File: src/design/dwp_pkg.sv
// Constants shared by the dual wiper position store
`default_nettype none
package dwp_pkg;
  // Register byte offsets on the Wishbone slave
  localparam logic [4:0] WIPER_A_OFS  = 5'h00; // Volatile wiper, channel A
  localparam logic [4:0] WIPER_B_OFS  = 5'h04; // Volatile wiper, channel B
  localparam logic [4:0] PUWV_A_OFS   = 5'h08; // Stored power-up value, A
  localparam logic [4:0] PUWV_B_OFS   = 5'h0c; // Stored power-up value, B
  localparam logic [4:0] ACCESS_OFS   = 5'h10; // access_control_reg
  localparam logic [4:0] STATUS_OFS   = 5'h14; // Read-only status
  // Field positions in access_control_reg
  localparam int ACR_SHDN_A_BIT = 0;        // Channel A shutdown
  localparam int ACR_SHDN_B_BIT = 1;        // Channel B shutdown
  localparam int ACR_VOL_BIT    = 7;        // volatile_only_select
  // Field positions in the status register
  localparam int STAT_BUSY_BIT  = 0;        // Non-volatile write in progress
  localparam int STAT_READY_BIT = 1;        // Power-up recall finished
  // Reset and factory values
  localparam logic [7:0] PUWV_FACTORY = 8'h80; // Mid-scale, top bit only
  localparam logic [7:0] ACR_RESET    = 8'h00; // Both channels run, NV writes on
  localparam logic [7:0] WIPER_RESET  = 8'h00; // Before the recall completes
  // Timing
  localparam int CLK_HZ       = 50_000_000; // System clock rate
  localparam int NV_WRITE_MS  = 20;         // Non-volatile write cycle time
  localparam int RECALL_US    = 100;        // Longest power-up recall time
  // Least time rounds up; 20 ms is an exact count at 50 MHz
  localparam int NV_WRITE_CYC = (NV_WRITE_MS * CLK_HZ + 999) / 1000;
  // Longest time rounds down
  localparam int RECALL_CYC   = RECALL_US * (CLK_HZ / 1_000_000);
endpackage : dwp_pkg
`default_nettype wire

File: src/design/dwp_nv_store.sv
// Non-volatile power-up wiper value cells with write cycle timer
`default_nettype none
module dwp_nv_store #(
  parameter int WRITE_CYC = dwp_pkg::NV_WRITE_CYC  // Write cycle length in clocks
) (
  input  wire logic       clk_i,          // System clock
  input  wire logic       rst_i,          // Synchronous reset, timer only
  input  wire logic       factory_load_i, // Loads the factory value into both cells
  input  wire logic       wr_i,           // Start a write of one cell
  input  wire logic       wr_sel_b_i,     // 0 = channel A cell, 1 = channel B cell
  input  wire logic [7:0] wr_data_i,      // Value to store
  output logic            busy_o,         // Write cycle in progress
  output logic      [7:0] value_a_o,      // Stored value, channel A
  output logic      [7:0] value_b_o       // Stored value, channel B
);
  localparam int TW = $clog2(WRITE_CYC + 1);

  // Cells are deliberately left out of rst_i so they outlive a power cycle
  logic [7:0]    cell_ff [2];  // Indexed by channel
  logic [7:0]    nxt_cell [2];
  logic [TW-1:0] timer_ff;     // Remaining write cycle clocks
  logic [TW-1:0] nxt_timer;

  // Next cell contents and write cycle timer
  always_comb
  begin
    nxt_cell  = cell_ff;
    nxt_timer = timer_ff;
    if (factory_load_i)
    begin
      nxt_cell[0] = dwp_pkg::PUWV_FACTORY;
      nxt_cell[1] = dwp_pkg::PUWV_FACTORY;
    end
    else if (wr_i && timer_ff == '0)
    begin
      // A write while a cycle runs is dropped; the host must wait
      nxt_cell[wr_sel_b_i] = wr_data_i;
      nxt_timer            = TW'(WRITE_CYC);
    end
    else if (timer_ff != '0)
    begin
      nxt_timer = timer_ff - TW'(1);
    end
  end

  // Cells hold across reset; the timer does not
  always_ff @(posedge clk_i)
  begin
    cell_ff <= nxt_cell;
    if (rst_i)
      timer_ff <= '0;
    else
      timer_ff <= nxt_timer;
  end

  assign busy_o    = (timer_ff != '0);
  assign value_a_o = cell_ff[0];
  assign value_b_o = cell_ff[1];
endmodule : dwp_nv_store
`default_nettype wire

File: src/design/dwp_top.sv
// Dual wiper position store: wiper registers, access control and recall
// Notes on behaviour
// - Two channels independent, no shared state; here both share the stored-write timer and volatile_only_select
// - Eight-bit volatile code selects each tap
// - Code zero puts wiper at low end
// - Rising code moves tap monotonically upward
// - Stored power-up value survives power removal
// - Power-up copies stored value into wiper
// - Factory default stored value is mid-scale
// - Volatile-only setting lets writes skip storage
// - Volatile write moves wiper, storage unchanged
// - Wiper moves within 600 ns
// - Leaving shutdown restores wiper within 800 ns
// - Stored write takes 20 ms; wait
// - Recall done, interface ready within 100 us
//
// Implementation choices: the register addresses and register access over Wishbone.
`default_nettype none
module dwp_top #(
  parameter int NV_WRITE_CYC = dwp_pkg::NV_WRITE_CYC, // Clocks per stored write
  parameter int RECALL_CYC   = dwp_pkg::RECALL_CYC    // Clocks from reset to ready
) (
  input  wire logic        clk_i,          // 50 MHz system clock
  input  wire logic        rst_i,          // Synchronous reset, stands for power-on
  input  wire logic        factory_load_i, // Factory programming of stored values
  // Classic Wishbone slave
  input  wire logic        cyc_i,          // Bus cycle
  input  wire logic        stb_i,          // Strobe
  input  wire logic        we_i,           // Write enable
  input  wire logic [4:0]  adr_i,          // Byte address
  input  wire logic [3:0]  sel_i,          // Byte lane selects
  input  wire logic [31:0] dat_i,          // Write data
  output logic      [31:0] dat_o,          // Read data
  output logic             ack_o,          // Acknowledge
  // Potentiometer controls
  output logic       [7:0] wiper_a_o,      // Tap code, channel A
  output logic       [7:0] wiper_b_o,      // Tap code, channel B
  output logic             shutdown_a_o,   // Channel A high end opened
  output logic             shutdown_b_o,   // Channel B high end opened
  output logic             ready_o,        // Recall done, bus writes accepted
  output logic             nv_busy_o       // Stored write cycle running
);
  localparam int RW = $clog2(RECALL_CYC + 1);

  typedef enum logic [0:0] {DWP_RECALL, DWP_RUN} dwp_state_t;

  // Aligned word offset from a byte address
  function automatic logic [4:0] dwp_word(input logic [4:0] adr);
    dwp_word = {adr[4:2], 2'b00};
  endfunction : dwp_word

  dwp_state_t    state_ff;       // Recall or running
  dwp_state_t    nxt_state;
  logic [RW-1:0] recall_cnt_ff;  // Clocks left before recall completes
  logic [RW-1:0] nxt_recall_cnt;
  logic [7:0]    wiper_ff [2];   // Volatile wiper codes, by channel
  logic [7:0]    nxt_wiper [2];
  logic [7:0]    acr_ff;         // access_control_reg
  logic [7:0]    nxt_acr;
  logic          ack_ff;         // Bus answer
  logic          nxt_ack;
  logic [31:0]   rdata_ff;       // Bus read data
  logic [31:0]   nxt_rdata;
  logic          nv_wr;          // Start a stored write
  logic          nv_sel_b;       // Which cell
  logic [7:0]    nv_data;        // Value for the cell
  logic          nv_busy;        // Stored write running
  logic [7:0]    nv_val_a;       // Stored value A
  logic [7:0]    nv_val_b;       // Stored value B
  logic          bus_req;        // New request this cycle
  logic          bus_wr;         // New write with low lane enabled
  logic [4:0]    word;           // Decoded word offset

  // Non-volatile cells
  dwp_nv_store #(
    .WRITE_CYC (NV_WRITE_CYC)
  ) u_nv (
    .clk_i          (clk_i),
    .rst_i          (rst_i),
    .factory_load_i (factory_load_i),
    .wr_i           (nv_wr),
    .wr_sel_b_i     (nv_sel_b),
    .wr_data_i      (nv_data),
    .busy_o         (nv_busy),
    .value_a_o      (nv_val_a),
    .value_b_o      (nv_val_b)
  );

  // Request decode; ack is answered one clock after the strobe
  always_comb
  begin
    bus_req = cyc_i && stb_i && !ack_ff;
    bus_wr  = bus_req && we_i && sel_i[0] && (state_ff == DWP_RUN);
    word    = dwp_word(adr_i);
  end

  // Recall sequencer: wait, then copy stored values into the wipers
  always_comb
  begin
    nxt_state      = state_ff;
    nxt_recall_cnt = recall_cnt_ff;
    unique case (state_ff)
      DWP_RECALL:
      begin
        if (recall_cnt_ff == '0)
          nxt_state = DWP_RUN;
        else
          nxt_recall_cnt = recall_cnt_ff - RW'(1);
      end
      DWP_RUN:
      begin
        nxt_recall_cnt = '0;
      end
    endcase
  end

  always_ff @(posedge clk_i)
  begin
    if (rst_i)
    begin
      state_ff      <= DWP_RECALL;
      recall_cnt_ff <= RW'(RECALL_CYC - 1);
    end
    else
    begin
      state_ff      <= nxt_state;
      recall_cnt_ff <= nxt_recall_cnt;
    end
  end

  // Wiper, access control and stored-write requests
  always_comb
  begin
    nxt_wiper = wiper_ff;
    nxt_acr   = acr_ff;
    nv_wr     = 1'b0;
    nv_sel_b  = 1'b0;
    nv_data   = dat_i[7:0];
    if (state_ff == DWP_RECALL && recall_cnt_ff == '0)
    begin
      nxt_wiper[0] = nv_val_a;
      nxt_wiper[1] = nv_val_b;
    end
    else if (bus_wr)
    begin
      unique case (word)
        dwp_pkg::WIPER_A_OFS, dwp_pkg::WIPER_B_OFS:
        begin
          // Each channel touches only its own register
          nxt_wiper[word[2]] = dat_i[7:0];
          nv_sel_b           = word[2];
          // Without volatile-only the value is also stored
          nv_wr = !acr_ff[dwp_pkg::ACR_VOL_BIT];
        end
        dwp_pkg::ACCESS_OFS:
        begin
          // Shutdown leaves the code intact, so leaving it restores
          // the wiper on the very next clock
          nxt_acr = dat_i[7:0];
        end
        default:
        begin
          // Stored values and status are read-only here
        end
      endcase
    end
  end

  always_ff @(posedge clk_i)
  begin
    if (rst_i)
    begin
      wiper_ff[0] <= dwp_pkg::WIPER_RESET;
      wiper_ff[1] <= dwp_pkg::WIPER_RESET;
      acr_ff      <= dwp_pkg::ACR_RESET;
    end
    else
    begin
      wiper_ff <= nxt_wiper;
      acr_ff   <= nxt_acr;
    end
  end

  // Bus answer and read data
  always_comb
  begin
    nxt_ack   = bus_req;
    nxt_rdata = 32'h0000_0000;
    if (bus_req && !we_i)
    begin
      unique case (word)
        dwp_pkg::WIPER_A_OFS: nxt_rdata[7:0] = wiper_ff[0];
        dwp_pkg::WIPER_B_OFS: nxt_rdata[7:0] = wiper_ff[1];
        dwp_pkg::PUWV_A_OFS:  nxt_rdata[7:0] = nv_val_a;
        dwp_pkg::PUWV_B_OFS:  nxt_rdata[7:0] = nv_val_b;
        dwp_pkg::ACCESS_OFS:  nxt_rdata[7:0] = acr_ff;
        dwp_pkg::STATUS_OFS:
        begin
          nxt_rdata[dwp_pkg::STAT_BUSY_BIT]  = nv_busy;
          nxt_rdata[dwp_pkg::STAT_READY_BIT] = (state_ff == DWP_RUN);
        end
        default:              nxt_rdata = 32'h0000_0000; // Unmapped reads zero
      endcase
    end
  end

  always_ff @(posedge clk_i)
  begin
    if (rst_i)
    begin
      ack_ff   <= 1'b0;
      rdata_ff <= 32'h0000_0000;
    end
    else
    begin
      ack_ff   <= nxt_ack;
      rdata_ff <= nxt_rdata;
    end
  end

  // Output flops; code drives the tap directly, zero at the low end
  logic [7:0] wa_ff;  // Registered tap code A
  logic [7:0] wb_ff;  // Registered tap code B
  logic       sa_ff;  // Registered shutdown A
  logic       sb_ff;  // Registered shutdown B
  logic       rdy_ff; // Registered ready
  logic       bsy_ff; // Registered busy
  always_ff @(posedge clk_i)
  begin
    if (rst_i)
    begin
      wa_ff  <= dwp_pkg::WIPER_RESET;
      wb_ff  <= dwp_pkg::WIPER_RESET;
      sa_ff  <= 1'b0;
      sb_ff  <= 1'b0;
      rdy_ff <= 1'b0;
      bsy_ff <= 1'b0;
    end
    else
    begin
      wa_ff  <= nxt_wiper[0];
      wb_ff  <= nxt_wiper[1];
      sa_ff  <= nxt_acr[dwp_pkg::ACR_SHDN_A_BIT];
      sb_ff  <= nxt_acr[dwp_pkg::ACR_SHDN_B_BIT];
      rdy_ff <= (nxt_state == DWP_RUN);
      bsy_ff <= nv_busy;
    end
  end

  assign wiper_a_o    = wa_ff;
  assign wiper_b_o    = wb_ff;
  assign shutdown_a_o = sa_ff;
  assign shutdown_b_o = sb_ff;
  assign ready_o      = rdy_ff;
  assign nv_busy_o    = bsy_ff;
  assign ack_o        = ack_ff;
  assign dat_o        = rdata_ff;
endmodule : dwp_top
`default_nettype wire

File: config.mk
export PLATFORM = sky130hd
export DESIGN_NAME = dwp_top
export DESIGN_NICKNAME = d
export VERILOG_FILES = /design/src/design/dwp_pkg.sv /design/src/design/dwp_nv_store.sv /design/src/design/dwp_top.sv
export SDC_FILE = /design/constraint.sdc
export NUM_CORES = 1
export LEC_CHECK = 0
export BUFFER_PORTS_ARGS = -buffer_cell sky130_fd_sc_hd__buf_2
export CAP_MARGIN = 30
export CORE_MARGIN = 3
export CORE_UTILIZATION = 50
export CTS_BUF_LIST = sky130_fd_sc_hd__clkbuf_8
export DETAILED_ROUTE_END_ITERATION = 12
export PLACE_DENSITY = 0.86
export SETUP_SLACK_MARGIN = 0.15
export SLEW_MARGIN = 20
export SYNTH_ARGS = -nofsm -noshare
export SYNTH_HDL_FRONTEND = slang
export SYNTH_SLANG_ARGS = --single-unit
File: constraint.sdc
create_clock -name clk_i -period 2.4 [get_ports clk_i]
set_input_delay 0.12 -clock clk_i [delete_from_list [all_inputs] [get_ports clk_i]]
set_output_delay 0.12 -clock clk_i [all_outputs]
set_load 0.005 [all_outputs]
==> flow_metrics.env <==
export IMPL_setup_viol=0
export IMPL_cts_sinks=84
export IMPL_synth_commonest_cells="dfxtp_1 (84), nor2_1 (66), mux2i_1 (31), buf_4 (25), nor3_1 (22)"
export IMPL_synth_cells=469
export IMPL_routed_wl_um=11800
export IMPL_first_iter_violations=294
export IMPL_crit_path_cell_trace="or4_4, or2_1, buf_4, or3_1, nor4_1, a211oi_1"
export IMPL_critical_path_slowest_cell="or4_4"
export IMPL_r2r_slack_ns=0.12
export IMPL_cts_tree="yes"
export IMPL_grt_pass1_vias=3742
export IMPL_ys_types=62
export IMPL_drive_above_1_share=0.308
export IMPL_hp_start="dat_i[2]"
export IMPL_fillCellCount=609
export IMPL_crit_path_max_incr_delay_ns=0.57
export IMPL_yosysSeqAreaShare=0.400
export IMPL_clkLatencyLatePin_ns=0.37
export IMPL_htreeDepth=3
export IMPL_max_freq_ghz=0.439
export IMPL_worstHoldPathCells=3
export IMPL_routedWlPerCell_um=18.2
export IMPL_die_x_um=97.7
export IMPL_fin_area_mm2=0.00517
export IMPL_finalHoldViolations=0
export IMPL_setup_ws_ns=0.124
export IMPL_via_per_inst=6.10
export IMPL_path_delay_family="simple AND/OR/NAND/NOR gates"
export IMPL_finClkSkew_ns=0.0181
export IMPL_ir_drop_uv=1010
export IMPL_hp_class="in -> reg"
export IMPL_netlist_area_leader_share=0.400
export IMPL_synth_avg_cell_area_um2=8.96
export IMPL_synth_largest_area_cell="dfxtp_1"
export IMPL_timing_slew_headroom=0.590
export IMPL_antenna_found_initial=0
export IMPL_clkTransAtPathRegs_ns=0.09
export IMPL_endpoint_kind="register"
export IMPL_dieArea_mm2=0.00954
export IMPL_io_pins=100
export IMPL_dp_final_hpwl_um=7500
export IMPL_status="finished clean"
export IMPL_dr_pass1_iters=5
export IMPL_post_place_ws_ns=0.0834
export IMPL_grt_usage=0.227
export IMPL_tightest_slew_ns=0.611
export IMPL_chipHeight_um=97.7
export IMPL_finalHoldWorstSlack_ns=0.0563
export IMPL_required_ns=2.63
export IMPL_p_leak_nw=2.15
export IMPL_grt_overflow=0
export IMPL_start_util=0.530
export IMPL_setup_tns_final_ns=0
export IMPL_arrival_ns=2.51
export IMPL_min_to="u_nv.value_b_o[2]$_SDFFE_PP0P_"
export IMPL_period_share=0.948
export IMPL_netlist_area_mm2=0.00420
export IMPL_drc=0
export IMPL_grt_max_degree=31
export IMPL_ant_nets=0
export IMPL_design_core_area_mm2=0.00793
export IMPL_syn_to_final_growth_pct=22.9
export IMPL_vias=3953
export IMPL_path_max_fanout=6
export IMPL_synth_area_top_cells="dfxtp_1 (40%), mux2i_1 (7.4%), nor2_1 (5.9%)"
export IMPL_ys_ff_latch=84
export IMPL_synth_edff_count=0
export IMPL_gp_congestion=0.876
export IMPL_antenna_cells=0
export IMPL_r2r_end="u_nv.timer_ff[17]$_SDFFE_PP0P_"
export IMPL_critical_path_class="reg -> reg"
export IMPL_maxCapViolations=0
export IMPL_slew_violations=0
export IMPL_cts_max_path_buffers=2
export IMPL_rsz0062_at_grt="true"
export IMPL_regArea_mm2=0.00170
export IMPL_multi_input_area_mm2=0.00245
export IMPL_postPlaceCellArea_mm2=0.00462
export IMPL_synth_flop_cell="dfxtp_1"
export IMPL_period_needed_ns=2.28
export IMPL_cp_num_buf_inv=1
export IMPL_worst_r2r_startpoint="u_nv.timer_ff[6]$_SDFFE_PP0P_"
export IMPL_cts_buffers=9
export IMPL_io_buffers=46
export IMPL_synth_most_common_cell="dfxtp_1"
export IMPL_rr_worst_depth=6
export IMPL_grt_pass1_wl_um=17900
export IMPL_cts_root_buf="clkbuf_8"
export IMPL_rows=32
export IMPL_yosys_warnings=0
export IMPL_power_total_mw=5.72
export IMPL_p_per_area_mw_per_mm2=1110
export IMPL_cp_start_kind="register"
export IMPL_nets=591
export IMPL_ys_async_sr_fraction=0
export IMPL_cts_hold_buf=0
## kinds of logic (layout without fill, tap and decap cells)
| family | after synthesis | count (layout) | synth area share |
|---|---|---|---|
| AND/OR/NAND/NOR | 175 | 175 | 0.228 |
| AO/OA/AOI/OAI | 100 | 100 | 0.173 |
| flip-flops | 84 | 84 | 0.400 |
| buffers and inverters | 63 | 117 | 0.0833 |
| multiplexers | 35 | 35 | 0.0899 |
| XOR/XNOR | 8 | 8 | 0.0167 |
| adder cells (fa/ha/maj) | 3 | 3 | 0.00893 |
| other | 1 | 24 | 0.000892 |
## power by group
group | switching, mW | internal (mW) | total, mW | leakage (nW)
logic | 1.49 | 1.43 | 2.92 | 1.36
clock network | 0.516 | 0.509 | 1.03 | 0.109
registers | 0.205 | 1.57 | 1.78 | 0.685
total | 2.21 | 3.51 | 5.72 | 2.15
## metrics by stage
step                       util  instances
after floorplan               -        492
after global placement    0.583        617
after detailed placement  0.583        617
final                     0.652        648
after CTS                 0.612        634
after global routing      0.652        648
## flip-flops by register name (all words and copies together) (netlist names)
name and flops:
nv_busy_o 1, ack_o 1, acr_ff 8, ready_o 1
u_nv.timer_ff 20, u_nv.value_a_o 8, dat_o 8, u_nv.value_b_o 8
wiper_a_o 8, recall_cnt_ff 13, wiper_b_o 8
## how the worst max path moves through the flow
stage | cells past startpoint | end | slack [ns] | start
floorplan | 8 | wiper_a_o[0]$_SDFFE_PP0P_ | 0.11 | recall_cnt_ff[4]$_SDFFE_PP0N_
global placement | 5 | u_nv.timer_ff[2]$_SDFFE_PP0P_ | 0.13 | u_nv.timer_ff[6]$_SDFFE_PP0P_
detailed placement | 5 | u_nv.timer_ff[2]$_SDFFE_PP0P_ | 0.08 | u_nv.timer_ff[6]$_SDFFE_PP0P_
CTS | 7 | u_nv.timer_ff[14]$_SDFFE_PP0P_ | 0.12 | u_nv.timer_ff[1]$_SDFFE_PP0P_
global route | 6 | u_nv.timer_ff[17]$_SDFFE_PP0P_ | 0.05 | u_nv.timer_ff[2]$_SDFFE_PP0P_
finish | 6 | u_nv.timer_ff[17]$_SDFFE_PP0P_ | 0.12 | u_nv.timer_ff[6]$_SDFFE_PP0P_
## layer usage
metal	wire, um	share of wire	track usage	vias to the layer above
met5	0	0	0	-
met4	265	0.022	0.0799	0
met3	943	0.080	0.0531	28
met2	6040	0.51	0.380	214
met1	4560	0.39	0.284	1883
li1	-	-	-	1828
## layout by cell type (no fill, tap or decap), drive strengths merged, types with 3 or more instances in the layout
cell type | synthesis | routed
a31o | 4 | 4
nand3 | 8 | 8
nand4 | 3 | 3
a21oi | 21 | 21
dfxtp | 84 | 84
or3 | 12 | 12
nand2 | 7 | 7
nor4 | 17 | 17
nand3b | 4 | 4
a311oi | 5 | 5
or2 | 5 | 5
a211oi | 6 | 6
nor2b | 9 | 9
nor2 | 67 | 67
buf | 35 | 89
xnor2 | 6 | 6
nand2b | 3 | 3
a21o | 3 | 3
or4 | 9 | 9
nor3 | 23 | 23
inv | 10 | 13
o21ai | 13 | 13
conb | 1 | 24
a22o | 7 | 7
ha | 3 | 3
a31oi | 7 | 7
a22oi | 13 | 13
clkbuf | 18 | 12
o22a | 4 | 4
mux2i | 31 | 31
## cell type report
type                            instances  area share
Tap cell                              102      0.0247
Timing Repair Buffer                   91       0.126
Multi-Input combinational cell        345       0.473
Clock inverter                          6      0.0123
Clock buffer                           10      0.0266
Inverter                               10     0.00775
Sequential cell                        84       0.330
## worst min-delay path, cell delays in order
cell and delay, ns:
buf_2 0.13, mux2i_1 0.07, nor2_1 0.07
## repair_timing
action	4_1_cts	5_1_grt
buffers inserted	1	11
setup endpoints to repair	19	53
gates cloned	0	3
pin swaps	1	17
gates resized for setup	8	41
No activity file was read; power rests on OpenSTA's default activity.
